File: src/design/prio_bank_pkg.sv
// What this block does
// - each source has a three-bit level field and code 111 means level 7, the highest.
// - code 001 means level 1, the lowest enabled level, and codes between map linearly.
// - code 000 disables the source so it never requests service.
// - every unimplemented bit reads back as zero.
// - at reset every implemented field loads 100, level 4.
// - first register holds change notify 14-12, comparator 10-8, i2c master 6-4, slave 2-0.
// - second register holds capture 8 at 14-12, capture 7 at 10-8, 7-3 empty, ext irq 1 at 2-0.
// - third register holds timer 4 at 14-12, compare 4 at 10-8, compare 3 at 6-4, low nibble empty.
// - fourth register holds uart tx 14-12, uart rx 10-8, ext irq 2 at 6-4, timer 5 at 2-0.
// - fifth register has 15-7 empty, spi event at 6-4 and spi fault at 2-0.
// - sixth register holds capture 5 at 14-12, capture 4 at 10-8, capture 3 at 6-4.
// - separator bits 15, 11, 7 and 3 are unimplemented and ignore writes.
package prio_bank_pkg;

   // ****************************************
   // register map
   // ****************************************
   localparam int ADDR_WIDTH = 4;
   localparam int DATA_WIDTH = 16;
   localparam int LEVEL_WIDTH = 3;
   localparam logic [3:0] OFS_CN_CMP_I2C = 4'h0;
   localparam logic [3:0] OFS_CAP87_EXT1 = 4'h1;
   localparam logic [3:0] OFS_TMR4_CMP43 = 4'h2;
   localparam logic [3:0] OFS_UART_EXT2_TMR5 = 4'h3;
   localparam logic [3:0] OFS_SPI_EVT_FLT = 4'h4;
   localparam logic [3:0] OFS_CAP543 = 4'h5;

   // ****************************************
   // field layout: low bit of each 3-bit field
   // ****************************************
   localparam int POS_HI = 12;
   localparam int POS_MH = 8;
   localparam int POS_ML = 4;
   localparam int POS_LO = 0;

   // ****************************************
   // reset value and implemented-bit masks
   // ****************************************
   localparam logic [2:0] LEVEL_RESET = 3'h4;
   localparam logic [2:0] LEVEL_OFF = 3'h0;
   localparam logic [15:0] MASK_FULL = 16'h7777;
   localparam logic [15:0] MASK_CAP87_EXT1 = 16'h7707;
   localparam logic [15:0] MASK_NO_LOW = 16'h7770;
   localparam logic [15:0] MASK_LOW_TWO = 16'h0077;

endpackage : prio_bank_pkg

File: src/design/prio_field.sv
`timescale 1ns/1ns
// one three-bit level field with reset to level 4
module prio_field (
   input wire logic clk_sys,
   input wire logic reset_n,
   input wire logic write_en,
   input wire logic [2:0] write_value,
   output logic [2:0] level
);

   // ****************************************
   // storage
   // ****************************************
   // load on write, level 4 at reset
   always_ff @(posedge clk_sys or negedge reset_n) begin
      if (!reset_n) begin
         level <= prio_bank_pkg::LEVEL_RESET;
      end else if (write_en) begin
         level <= write_value;
      end
   end

endmodule : prio_field

File: src/design/prio_src_request.sv
`timescale 1ns/1ns
// gates a source request by its level; level 0 never requests
module prio_src_request (
   input wire logic clk_sys,
   input wire logic reset_n,
   input wire logic pending,
   input wire logic [2:0] level,
   output logic request
);

   // ****************************************
   // gated request
   // ****************************************
   // registered so the output is a flip-flop
   always_ff @(posedge clk_sys or negedge reset_n) begin
      if (!reset_n) begin
         request <= 1'b0;
      end else begin
         request <= pending && (level != prio_bank_pkg::LEVEL_OFF);
      end
   end

endmodule : prio_src_request

File: src/design/interrupt_priority_bank.sv
// The register offsets and the plain strobed port were decided locally.
`timescale 1ns/1ns
// bank of six priority registers feeding the interrupt arbiter
module interrupt_priority_bank #(
   parameter int NUM_SRC = 19
) (
   input wire logic clk_sys,
   input wire logic reset_n,
   input wire logic [3:0] reg_addr,
   input wire logic [15:0] reg_wdata,
   input wire logic reg_write,
   input wire logic reg_read,
   output logic [15:0] reg_rdata,
   input wire logic [NUM_SRC-1:0] src_pending,
   output logic [NUM_SRC-1:0] src_request,
   output logic [3*NUM_SRC-1:0] src_level
);

   // ****************************************
   // source table
   // ****************************************
   // index order of sources in src_level and src_request:
   // 0 change_notify 1 comparator 2 i2c master 3 i2c slave
   // 4 capture 8 5 capture 7 6 ext irq 1
   // 7 timer 4 8 compare 4 9 compare 3
   // 10 uart tx 11 uart rx 12 ext irq 2 13 timer 5
   // 14 spi event 15 spi fault
   // 16 capture 5 17 capture 4 18 capture 3
   localparam int NUM_FIELDS = 19;

   // ****************************************
   // register layout
   // ****************************************
   // every implemented field is three bits wide and resets to level 4;
   // code 7 is the highest level, code 1 the lowest, code 0 mutes the source
   // offset 0, change notify and comparator and i2c one:
   //    14-12 change notify, 10-8 comparator
   //    6-4 i2c master, 2-0 i2c slave
   //    separators 15, 11, 7 and 3 read zero
   // offset 1, captures 8 and 7 and ext irq 1:
   //    14-12 capture 8, 10-8 capture 7
   //    2-0 ext irq 1
   //    15, 11 and 7-3 read zero
   // offset 2, timer 4 and compares 4 and 3:
   //    14-12 timer 4, 10-8 compare 4
   //    6-4 compare 3
   //    15, 11, 7 and 3-0 read zero
   // offset 3, uart two and ext irq 2 and timer 5:
   //    14-12 uart tx, 10-8 uart rx
   //    6-4 ext irq 2, 2-0 timer 5
   //    separators 15, 11, 7 and 3 read zero
   // offset 4, spi two event and fault:
   //    6-4 spi event, 2-0 spi fault
   //    15-7 and 3 read zero
   // offset 5, captures 5, 4 and 3:
   //    14-12 capture 5, 10-8 capture 4
   //    6-4 capture 3
   //    15, 11, 7 and 3-0 read zero
   // offsets 6 to 15 hold nothing: writes vanish, reads give zero
   // a write replaces all fields of its register at once

   // register offset per source
   function automatic logic [3:0] src_ofs(input int idx);
      logic [3:0] ofs;
      ofs = prio_bank_pkg::OFS_CN_CMP_I2C;
      if (idx >= 16) begin
         ofs = prio_bank_pkg::OFS_CAP543;
      end else if (idx >= 14) begin
         ofs = prio_bank_pkg::OFS_SPI_EVT_FLT;
      end else if (idx >= 10) begin
         ofs = prio_bank_pkg::OFS_UART_EXT2_TMR5;
      end else if (idx >= 7) begin
         ofs = prio_bank_pkg::OFS_TMR4_CMP43;
      end else if (idx >= 4) begin
         ofs = prio_bank_pkg::OFS_CAP87_EXT1;
      end
      return ofs;
   endfunction : src_ofs

   // low bit position of each source field
   function automatic int src_pos(input int idx);
      int pos;
      pos = prio_bank_pkg::POS_HI;
      case (idx)
         0, 4, 7, 10, 16: pos = prio_bank_pkg::POS_HI;
         1, 5, 8, 11, 17: pos = prio_bank_pkg::POS_MH;
         2, 9, 12, 14, 18: pos = prio_bank_pkg::POS_ML;
         3, 6, 13, 15: pos = prio_bank_pkg::POS_LO;
         default: pos = prio_bank_pkg::POS_HI;
      endcase
      return pos;
   endfunction : src_pos

   // ****************************************
   // field storage
   // ****************************************
   logic [2:0] level_q [NUM_FIELDS];

   // one field instance per source, placed at its documented bits
   for (genvar g = 0; g < NUM_FIELDS; g++) begin : g_field
      logic hit;
      assign hit = reg_write && (reg_addr == src_ofs(g));
      prio_field u_field (
         .clk_sys(clk_sys),
         .reset_n(reset_n),
         .write_en(hit),
         .write_value(reg_wdata[src_pos(g) +: 3]),
         .level(level_q[g])
      );
      assign src_level[3*g +: 3] = level_q[g];
      prio_src_request u_req (
         .clk_sys(clk_sys),
         .reset_n(reset_n),
         .pending(src_pending[g]),
         .level(level_q[g]),
         .request(src_request[g])
      );
   end

   // ****************************************
   // read path
   // ****************************************
   logic [15:0] read_next;

   // assemble the addressed word; empty and separator bits stay zero
   always_comb begin
      read_next = 16'h0000;
      for (int i = 0; i < NUM_FIELDS; i++) begin
         if (reg_addr == src_ofs(i)) begin
            read_next[src_pos(i) +: 3] = level_q[i];
         end
      end
   end

   // the master never waits: the word is taken from the fields in the strobe
   // cycle and stands on reg_rdata for exactly the next cycle, so a read right
   // after a write already returns the new value
   // between reads the port idles at zero
   // read data valid the cycle after the strobe, else zero
   always_ff @(posedge clk_sys or negedge reset_n) begin
      if (!reset_n) begin
         reg_rdata <= 16'h0000;
      end else if (reg_read) begin
         reg_rdata <= read_next;
      end else begin
         reg_rdata <= 16'h0000;
      end
   end

   // ****************************************
   // checks
   // ****************************************
   // implemented bits of the addressed register, zero for empty offsets
   logic [15:0] impl_mask;
   always_comb begin
      case (reg_addr)
         prio_bank_pkg::OFS_CN_CMP_I2C: impl_mask = prio_bank_pkg::MASK_FULL;
         prio_bank_pkg::OFS_CAP87_EXT1: impl_mask = prio_bank_pkg::MASK_CAP87_EXT1;
         prio_bank_pkg::OFS_TMR4_CMP43: impl_mask = prio_bank_pkg::MASK_NO_LOW;
         prio_bank_pkg::OFS_UART_EXT2_TMR5: impl_mask = prio_bank_pkg::MASK_FULL;
         prio_bank_pkg::OFS_SPI_EVT_FLT: impl_mask = prio_bank_pkg::MASK_LOW_TWO;
         prio_bank_pkg::OFS_CAP543: impl_mask = prio_bank_pkg::MASK_NO_LOW;
         default: impl_mask = 16'h0000;
      endcase
   end

   // expected value of each request flop for the next edge
   logic [NUM_SRC-1:0] request_expect;
   always_comb begin
      request_expect = '0;
      for (int i = 0; i < NUM_FIELDS; i++) begin
         request_expect[i] = src_pending[i] && (level_q[i] != prio_bank_pkg::LEVEL_OFF);
      end
   end
endmodule : interrupt_priority_bank

File: config.mk
export PLATFORM = sky130hd
export DESIGN_NAME = interrupt_priority_bank
export DESIGN_NICKNAME = d
export VERILOG_FILES = /design/src/design/prio_bank_pkg.sv /design/src/design/prio_field.sv /design/src/design/prio_src_request.sv /design/src/design/interrupt_priority_bank.sv
export SDC_FILE = /design/constraint.sdc
export NUM_CORES = 1
export LEC_CHECK = 0
export ABC_AREA = 0
export CAP_MARGIN = 15
export CORE_ASPECT_RATIO = 0.6
export CORE_MARGIN = 1
export CORE_UTILIZATION = 60
export CTS_CLUSTER_DIAMETER = 200
export DETAILED_ROUTE_END_ITERATION = 8
export DONT_BUFFER_PORTS = 1
export GPL_TIMING_DRIVEN = 0
export HOLD_SLACK_MARGIN = 0.08
export PLACE_DENSITY = 0.79
export SYNTH_ARGS = -nofsm -noshare
export SYNTH_HDL_FRONTEND = slang
export SYNTH_SLANG_ARGS = --single-unit
File: constraint.sdc
create_clock -name clk_sys -period 2.6 [get_ports clk_sys]
set_input_delay 0 -clock clk_sys [delete_from_list [all_inputs] [get_ports clk_sys]]
set_output_delay 0 -clock clk_sys [all_outputs]
set_load 0.02 [all_outputs]
==> impl_metrics.py, run 1 <==
metrics = {
    "finish": {
        "nets": 387,
        "n_antenna_cell": 0,
        "n_fill_cell": 412,
        "drive_above_1_share_pct": 39.0,
        "final_area_sq_mm": 0.00474,
        "area_growth_pct": 18.8,
    },
    "synth": {
        "synth_common_cells": "dfrtp_1 (69), mux2_2 (44), buf_4 (25)",
        "synth_flop_cell": "dfrtp_1",
        "ys_seq_elements": 88,
        "synthTopCellsByArea": "dfrtp_1 (43%), dfstp_2 (13%), mux2_2 (12%)",
        "seq_area_frac_synth_pct": 55.8,
        "yosysMostFrequentCell": "dfrtp_1",
        "yosysWarnings": 0,
        "syn_area_per_cell_sq_um": 13.7,
        "async_flop_share_pct": 100,
        "syn_inst": 292,
        "synth_top_area_share_pct": 43.3,
        "netlist_area_sq_mm": 0.00399,
        "ys_types": 41,
        "synth_top_area_cell": "dfrtp_1",
        "synth_edf_count": 0,
    },
    "clock_network": {
        "cts.path.max_buffers": 2,
        "cts.clk_slew.worst_paths_ns": 0.08,
        "cts_inserted_buffers": 9,
        "postCtsSetupBuffers": 0,
        "ctsResizeCount": 0,
        "cts_hold_buf": 38,
        "tritoncts": "done",
        "cts.sinks": 88,
        "cts_root_buf": "clkbuf_8",
        "clk_latency_ns": 0.37,
        "htree_levels": 3,
    },
    "timing": {
        "finalCriticalPeriod_ns": 2.03,
        "worst_slew_pin_slew_ns": 0.800,
        "setup_viol": 0,
        "finalHoldViolCount": 0,
        "skew_ns": 0.00724,
        "max_freq_mhz": 492,
        "drv_slew": 0,
        "tns_ns": 0,
        "rsz0062_at_grt": "no",
        "slew_headroom_pct": 46.3,
        "finalCritPeriodShare_pct": 78.2,
    },
    "worst_setup_path": {
        "start_kind": "primary input",
        "endpoint_kind": "flip-flop",
        "crit_arrival_ns": 2.29,
        "rr_worst_depth": 3,
        "crit_top_cell": "dlygate4sd3_1",
        "critPathRequiredTime_ns": 2.86,
        "critPathMaxFanout": 10,
        "max_stage_delay_ns": 0.61,
        "path_cells": "dlygate4sd3_1 > or3b_4 > dlygate4sd3_1 > nor2_4 > buf_12 > mux2_4",
        "slowest_stage": "dlygate4sd3_1",
        "critical_path_class": "in -> reg",
    },
    "grt": {
        "grt_pass1_wl_microns": 15700,
        "track_usage_pct": 31.5,
        "grt-ovfl-total": 0,
        "antenna_found_initial": 1,
        "grt_pass1_vias": 2789,
        "grt_max_degree": 89,
    },
    "route": {
        "avgViaCountPerCell": 6.24,
        "drc": 0,
        "first_pass_iters": 8,
        "drtIter0Drc": 293,
        "ant_nets": 0,
        "totalWireLength_microns": 9940,
        "routedWlPerCell_microns": 23.0,
        "vias": 2700,
    },
    "floorplanning": {
        "die_w_microns": 107,
        "initial_utilization_pct": 63.6,
        "core-area_sq_mm": 0.00628,
        "row_count": 22,
        "num_io_pins": 135,
        "die_area_sq_mm": 0.00699,
        "die_h_microns": 65.2,
    },
    "place": {
        "placed_area_sq_mm": 0.00411,
        "io_buffer_count": 0,
        "gp_congestion": 0.844,
        "hpwl_microns": 6590,
    },
    "min_path": {
        "worstHoldPathType": "in -> reg",
        "hold_depth": 3,
    },
    "pwr": {
        "finalPower_mw": 4.09,
        "ir_drop_mv": 0.533,
        "p_leak_nw": 2.08,
        "power.density_mw_per_mm2": 862,
    },
    "status": {
        "status": "finished, final reports clean",
    },
    "run": {
        "cap_violations": 0,
    },
}
-- sequential cells by signal, indices dropped and copies added, names as in the netlist --
signal / flops
g_field.u_field.level: 57
g_field.u_req.request: 19
reg_rdata: 12
-- where the power goes --
group	internal [mW]	switching [mW]	total [mW]
sequential	1.69	0.585	2.27
clock	0.639	0.482	1.12
combinational	0.396	0.295	0.691
-- area by class of cell --
class | count | area [sq um] | area share, %
buffer | 34 | 256 | 5.41
clock buffer | 11 | 131 | 2.77
clock inverter | 5 | 105 | 2.22
inverter | 7 | 26.3 | 0.554
multi-input combinational | 166 | 1490 | 31.5
sequential | 88 | 2230 | 47.0
tap | 84 | 105 | 2.22
timing repair buffer | 38 | 398 | 8.39
-- logic make-up after synthesis --
| group | after synthesis | share of synthesized area, % |
|---|---|---|
| mux | 65 | 20.1 |
| compound gates | 58 | 10.9 |
| flops | 88 | 55.8 |
| simple gates | 39 | 6.09 |
| other cells | 1 | 0.0940 |
| buf+inv | 41 | 7.09 |
-- routing by layer --
| metal | wire, microns | up-vias | GRT usage, % |
|---|---|---|---|
| met3 | 1060 | 19 | 11.0 |
| met1 | 4460 | 1361 | 43.8 |
| met2 | 4280 | 175 | 46.9 |
| li1 | - | 1143 | - |
| met4 | 124 | 2 | 9.59 |
| met5 | 13 | - | 0 |
-- metrics by stage --
stage,setup slack (ns),instances,hold slack (ns),util (%)
floorplan,1.33,295,-0.296,-
global placement,1.04,379,-0.294,65.4
detailed placement,0.972,379,-0.294,65.4
CTS,0.581,433,0.0836,75.5
global route,0.544,433,0.119,75.5
finish,0.566,433,0.0958,75.5
-- worst max-delay path: cells and delay by family --
family | cells | cell delay, ns
buffers and inverters | 3 | 1.39
and+or+nand+nor | 2 | 0.59
muxes | 1 | 0.31
-- worst paths after layout --
path	start	to	slack [ns]
max in group asynchronous	reset_n	g_field[15].u_field.level[2]$_DFFE_PN1P_	2.04
hold reg to reg	g_field[15].u_field.level[2]$_DFFE_PN1P_	reg_rdata[2]$_DFF_PN0_	0.61
hold / removal	reg_read	reg_rdata[14]$_DFF_PN0_	0.1
min in group asynchronous	reset_n	g_field[4].u_req.request$_DFF_PN0_	0.19
setup reg to reg	g_field[2].u_field.level[2]$_DFFE_PN1P_	reg_rdata[6]$_DFF_PN0_	0.95
setup / recovery	reg_addr[2]	g_field[11].u_field.level[1]$_DFFE_PN0P_	0.57
-- cells in the final DEF, fill, tap and decap left out, types with 2 or more instances in the layout --
cell / Yosys / layout
dfrtp_1: 69 / 69
mux2_2: 44 / 44
dlygate4sd3_1: 0 / 37
buf_4: 25 / 25
o31a_1: 19 / 19
mux2_4: 19 / 19
dfstp_2: 19 / 19
nor2_1: 12 / 12
o21ai_0: 12 / 12
clkbuf_8: 0 / 9
a21o_1: 7 / 7
a222oi_1: 6 / 6
inv_1: 6 / 6
nand2_1: 6 / 6
a21oi_1: 5 / 5
clkbuf_1: 2 / 4
conb_1: 1 / 4
buf_2: 3 / 3
nand3_1: 3 / 3
o22ai_1: 3 / 3
bufinv_16: 0 / 3
buf_6: 2 / 2
and2_0: 2 / 2
nor2_4: 2 / 2
mux2i_1: 2 / 2
o211ai_1: 2 / 2
nand3b_1: 2 / 2
nor2b_1: 2 / 2
o221ai_1: 2 / 2
clkinvlp_4: 0 / 2
(Power assumes the default switching activity.)
==> run 2, diff against run 1 <==
clock period = 1.95 ns   (was 2.6 ns; I/O delays follow)
==> run 2 against run 1 <==
  * The run now ends with negative hold slack left
  * Critical endpoint is now g_field[12].u_field.level[2]$_DFFE_PN1P_
  * Worst hold slack got worse by 0.77 ns
  * Global-route usage decreased by 0.23 points
  * Clock-buffer cell count did not move
  * Sequential share of layout area up 0.37 points
  * First-iteration DRC count grew 8.5%
  * Cell count fell by 0.46%
  * Non-clock buffer count down 2
  * Final area fell by 0.79%
==> impl_metrics.py, run 2 (synthesized netlist as in run 1, its figures left out) <==
metrics = {
    "timing": {
        "tns_ns": 0,
        "finalHoldViolCount": 88,
        "finalCritPeriodShare_pct": 96.1,
        "setup_viol": 0,
        "worst_slew_pin_slew_ns": 0.771,
        "whs_ns": -0.676,
        "max_freq_mhz": 534,
        "layout_setup_ws_ns": 0.0765,
        "finalCriticalPeriod_ns": 1.87,
        "skew_ns": 0.00648,
        "rsz0062_at_grt": "no",
        "slew_headroom_pct": 48.2,
        "drv_slew": 0,
    },
    "finish": {
        "largest_reg_flops": 57,
        "layout_common_cells": "dfrtp_1 (69), mux2_2 (44), dlygate4sd3_1 (36)",
        "top_register": "g_field.u_field.level",
        "area_growth_pct": 17.9,
        "final_common_cell": "dfrtp_1",
        "reg_top3": "g_field.u_field.level (57), g_field.u_req.request (19), reg_rdata (12)",
        "n_antenna_cell": 0,
        "drive_above_1_share_pct": 38.9,
        "final_area_sq_mm": 0.00470,
        "nets": 385,
    },
    "place": {
        "gp_congestion": 0.844,
        "placed_area_sq_mm": 0.00411,
        "hpwl_microns": 6590,
        "io_buffer_count": 0,
        "pre_cts_slack_ns": 0.322,
    },
    "worst_setup_path": {
        "critPathMaxFanout": 4,
        "rr_worst_depth": 4,
        "path_cells": "dlygate4sd3_1 > or3b_4 > nor2_4 > dlygate4sd3_1 > mux2_2",
        "start_kind": "primary input",
        "critical_path_class": "in -> reg",
        "crit_top_cell": "dlygate4sd3_1",
        "max_stage_delay_ns": 0.63,
        "endpoint_kind": "flip-flop",
        "slowest_stage": "dlygate4sd3_1",
        "crit_arrival_ns": 2.16,
        "critPathRequiredTime_ns": 2.24,
    },
    "min_path": {
        "worstHoldPathType": "in -> async",
    },
    "floorplanning": {
        "core-area_sq_mm": 0.00628,
        "die_area_sq_mm": 0.00699,
        "num_io_pins": 135,
        "initial_utilization_pct": 63.6,
        "die_h_microns": 65.2,
        "die_w_microns": 107,
        "row_count": 22,
    },
    "pwr": {
        "finalPower_mw": 5.40,
        "combPwrFrac_pct": 16.3,
        "power.density_mw_per_mm2": 1150,
        "cellInternalPower_mw": 3.62,
        "pwr-share-clk_pct": 27.7,
        "p_switching_mw": 1.78,
        "p_leak_nw": 2.07,
        "seq_power_share_pct": 56.0,
        "ir_drop_mv": 0.701,
        "swShare_pct": 32.9,
    },
    "clock_network": {
        "cts.path.max_buffers": 2,
        "cts.sinks": 88,
        "postCtsSetupBuffers": 0,
        "cts_hold_buf": 36,
        "cts_inserted_buffers": 9,
        "cts_root_buf": "clkbuf_8",
        "htree_levels": 3,
        "cts.clk_slew.worst_paths_ns": 0.08,
        "ctsResizeCount": 0,
        "tritoncts": "done",
        "clk_latency_ns": 0.36,
    },
    "status": {
        "violations": "negative hold slack",
        "status": "finished, violations left",
    },
    "grt": {
        "grt_max_degree": 89,
        "antenna_found_initial": 1,
        "grt_pass1_vias": 2787,
        "grt_pass1_wl_microns": 15600,
        "track_usage_pct": 31.2,
        "grt-ovfl-total": 0,
    },
    "route": {
        "drtIter0Drc": 318,
        "drc": 0,
        "first_pass_iters": 6,
        "avgViaCountPerCell": 6.29,
        "totalWireLength_microns": 9930,
        "vias": 2709,
        "routedWlPerCell_microns": 23.0,
        "ant_nets": 0,
    },
    "run": {
        "cap_violations": 0,
    },
}
[run 2: path summary, 6_finish.rpt]
| check | from | end | slack [ns] |
|---|---|---|---|
| setup reg to reg | g_field[14].u_field.level[2]$_DFFE_PN1P_ | reg_rdata[6]$_DFF_PN0_ | 0.27 |
| max in group asynchronous | reset_n | g_field[11].u_field.level[2]$_DFFE_PN1P_ | 2.40 |
| min in group clk_sys | reg_read | reg_rdata[14]$_DFF_PN0_ | 0.11 |
| setup / recovery | reg_addr[2] | g_field[12].u_field.level[2]$_DFFE_PN1P_ | 0.08 |
| hold reg to reg | g_field[15].u_field.level[2]$_DFFE_PN1P_ | reg_rdata[2]$_DFF_PN0_ | 0.61 |
| hold / removal | reset_n | g_field[10].u_field.level[1]$_DFFE_PN0P_ | -0.68 |
[run 2: cell type report]
cell class              count  area [sq um]
flip-flops and latches     88          2230
well taps                  84           105
inverters                   7          26.3
fillers                   419          1570
plain buffers              34           256
multi-input cells         166          1490
clock buffers              11           131
repair buffers             36           360
clock inverters             5           105
[run 2: power groups by stage]
stage / Sequential, mW / Clock, mW / Combinational (mW)
after global routing: 3.08 / 1.58 / 0.949
final: 3.03 / 1.49 / 0.882
after floorplan: 2.90 / 0 / 0.707
after global placement: 3.03 / 0 / 0.763
after CTS: 3.02 / 1.50 / 0.874
after detailed placement: 3.05 / 0 / 0.790
[run 2: layer usage]
| metal | vias up | share of wire [%] | global-route usage [%] |
|---|---|---|---|
| met1 | 1383 | 45 | 43.3 |
| met2 | 173 | 43 | 46.8 |
| met3 | 17 | 11 | 10.8 |
| met5 | - | 0.13 | 0 |
| met4 | 2 | 1.3 | 9.76 |
| li1 | 1134 | - | - |
[run 2: per-stage QoR]
step                      util (%)  instances
after global placement        65.4        379
after detailed placement      65.4        379
final                         74.9        431
after CTS                     74.9        431
after global routing          74.9        431
after floorplan                  -        295
[run 2: worst max-delay path: cells and delay by family]
kind | cells | cell delay [ns]
buffers and inverters | 2 | 1.23
muxes | 1 | 0.35
and+or+nand+nor | 2 | 0.58
==> run 3, diff against run 2 <==
CORE_MARGIN = 8   (was 1)
RECOVER_POWER = 50   (was not set)
==> run 3 against run 2 <==
  * The flow still finishes with violations (negative hold slack)
  * Wire length increased by 3.6%
  * Core utilization decreased by 5.3 points
  * Die area increased by 37%
  * Clock skew increased by 0.0021 ns
  * Register-to-register slack improved by 0.16 ns
  * Power decreased by 8.9%
  * Worst hold slack improved by 0.0033 ns
  * Clock-buffer cell count increased by 3
  * Maximum frequency increased by 8.0%
  * Clock power decreased by 30%
  * Worst setup slack improved by 0.14 ns
==> impl_metrics.py, run 3 (synthesized netlist as in run 1, its figures left out) <==
metrics = {
    "floorplanning": {
        "initial_utilization_pct": 60.8,
        "die_h_microns": 79.2,
        "die_w_microns": 121,
        "num_io_pins": 135,
        "core-area_sq_mm": 0.00656,
        "die_area_sq_mm": 0.00960,
        "row_count": 23,
    },
    "route": {
        "vias": 2585,
        "drc": 0,
        "first_pass_iters": 4,
        "ant_nets": 0,
        "routedWlPerCell_microns": 23.7,
        "totalWireLength_microns": 10300,
        "drtIter0Drc": 208,
        "avgViaCountPerCell": 5.96,
    },
    "worst_setup_path": {
        "r2r-end": "reg_rdata[6]$_DFF_PN0_",
        "critical_path_class": "in -> reg",
        "rrSetupSlack_ns": 0.43,
        "r2r-start": "g_field[2].u_field.level[2]$_DFFE_PN1P_",
        "start_kind": "primary input",
        "endpoint_kind": "flip-flop",
        "crit_top_cell": "dlygate4sd3_1",
        "slowest_stage": "dlygate4sd3_1",
        "critical_path.top_delay_family": "buffers and inverters",
        "rr_worst_depth": 3,
        "critPathRequiredTime_ns": 2.22,
        "critPathMaxFanout": 8,
        "max_stage_delay_ns": 0.67,
        "crit_arrival_ns": 2.01,
        "worst-path-buf-inv": 2,
        "path_cells": "dlygate4sd3_1 > nor2_4 > and2_4 > dlygate4sd3_1 > o21ai_0 > a21oi_1",
    },
    "pwr": {
        "power.density_mw_per_mm2": 1080,
        "seq_power_share_pct": 61.8,
        "swShare_pct": 35.2,
        "p_switching_mw": 1.73,
        "combPwrFrac_pct": 16.8,
        "p_leak_nw": 1.98,
        "cellInternalPower_mw": 3.19,
        "ir_drop_mv": 0.801,
        "pwr-share-clk_pct": 21.4,
    },
    "place": {
        "place_inst": 382,
        "pre_cts_slack_ns": 0.474,
        "gp_congestion": 0.752,
        "io_buffer_count": 0,
        "hpwl_microns": 7270,
    },
    "timing": {
        "rsz0062_at_grt": "no",
        "layout_setup_ws_ns": 0.215,
        "whs_ns": -0.673,
        "max_freq_mhz": 576,
        "finalCritPeriodShare_pct": 89.0,
        "worst_slew_pin_slew_ns": 0.711,
        "tns_ns": 0,
        "drv_slew": 0,
        "finalHoldViolCount": 88,
        "skew_ns": 0.00862,
        "finalCriticalPeriod_ns": 1.74,
        "setup_viol": 0,
        "slew_headroom_pct": 52.2,
    },
    "status": {
        "violations": "negative hold slack",
        "status": "finished, violations left",
    },
    "finish": {
        "largest_reg_flops": 57,
        "stdcell_count": 434,
        "area_growth_pct": 14.5,
        "final_common_cell": "dfrtp_1",
        "n_antenna_cell": 0,
        "reg_top3": "g_field.u_field.level (57), g_field.u_req.request (19), reg_rdata (12)",
        "layout_common_cells": "dfrtp_1 (69), mux2_2 (44), dlygate4sd3_1 (36)",
        "top_register": "g_field.u_field.level",
        "drive_above_1_share_pct": 33.7,
        "nets": 385,
    },
    "clock_network": {
        "htree_levels": 3,
        "cts.path.max_buffers": 2,
        "cts.clk_slew.worst_paths_ns": 0.08,
        "cts_root_buf": "clkbuf_8",
        "cts_hold_buf": 36,
        "tritoncts": "done",
        "cts.sinks": 88,
        "cts_inserted_buffers": 9,
        "clk_latency_ns": 0.36,
        "postCtsSetupBuffers": 0,
        "ctsResizeCount": 0,
    },
    "run": {
        "cap_violations": 0,
    },
    "grt": {
        "track_usage_pct": 21.8,
        "grt_pass1_wl_microns": 16000,
        "grt_max_degree": 89,
        "grt-ovfl-total": 0,
        "grt_pass1_vias": 2766,
        "antenna_found_initial": 0,
    },
    "min_path": {
        "worstHoldPathType": "in -> async",
    },
}
[run 3: cell types whose count changed in the layout (fill, tap and decap cells not counted)]
cell / change
clkbuf_1: +18
buf_4: -15
bufinv_16: -3
clkinv_2: +2
clkinvlp_4: -2
[run 3: final cells by class]
type | instances | area (sq um)
clock buffers | 14 | 143
multi-input cells | 166 | 1490
plain buffers | 34 | 200
fillers | 478 | 2000
flip-flops and latches | 88 | 2230
well taps | 87 | 109
inverters | 7 | 26.3
clock inverters | 2 | 10.0
repair buffers | 36 | 360
[run 3: how the worst max path moves through the flow]
stage / from / endpoint / cells past startpoint / slack, ns
2_1_floorplan: g_field[14].u_field.level[2]$_DFFE_PN1P_ / reg_rdata[6]$_DFF_PN0_ / 4 / 0.68
3_3_place_gp: g_field[2].u_field.level[2]$_DFFE_PN1P_ / reg_rdata[6]$_DFF_PN0_ / 3 / 0.48
3_5_place_dp: g_field[2].u_field.level[2]$_DFFE_PN1P_ / reg_rdata[6]$_DFF_PN0_ / 3 / 0.47
4_1_cts: reg_addr[3] / reg_rdata[4]$_DFF_PN0_ / 6 / 0.25
5_1_grt: reg_addr[3] / reg_rdata[4]$_DFF_PN0_ / 6 / 0.12
6_report: reg_addr[3] / reg_rdata[4]$_DFF_PN0_ / 6 / 0.21
[run 3: power groups by stage]
| stage | clock network (mW) | logic (mW) | registers [mW] |
|---|---|---|---|
| after detailed placement | 0 | 0.794 | 3.08 |
| final | 1.05 | 0.827 | 3.04 |
| after global routing | 1.14 | 0.894 | 3.10 |
| after CTS | 1.08 | 0.877 | 3.04 |
| after global placement | 0 | 0.768 | 3.06 |
| after floorplan | 0 | 0.707 | 2.90 |
[run 3: through the flow]
| step | util [%] | hold slack, ns | cell area (sq um) | total power [mW] |
|---|---|---|---|---|
| 2_1_floorplan | - | -0.296 | 4000 | 3.61 |
| 3_3_place_gp | 62.6 | -0.293 | 4110 | 3.82 |
| 3_5_place_dp | 62.6 | -0.293 | 4110 | 3.87 |
| 4_1_cts | 70.4 | -0.685 | 4620 | 5.00 |
| 5_1_grt | 69.6 | -0.700 | 4570 | 5.14 |
| 6_report | 69.6 | -0.673 | 4570 | 4.92 |
[run 3: per-layer routing]
layer	GRT usage, %	wire [microns]	vias to the layer above
li1	-	-	1140
met1	28.5	4520	1315
met2	32.6	4600	121
met3	10.2	1090	9
met4	5.02	78	0
met5	0	0	-
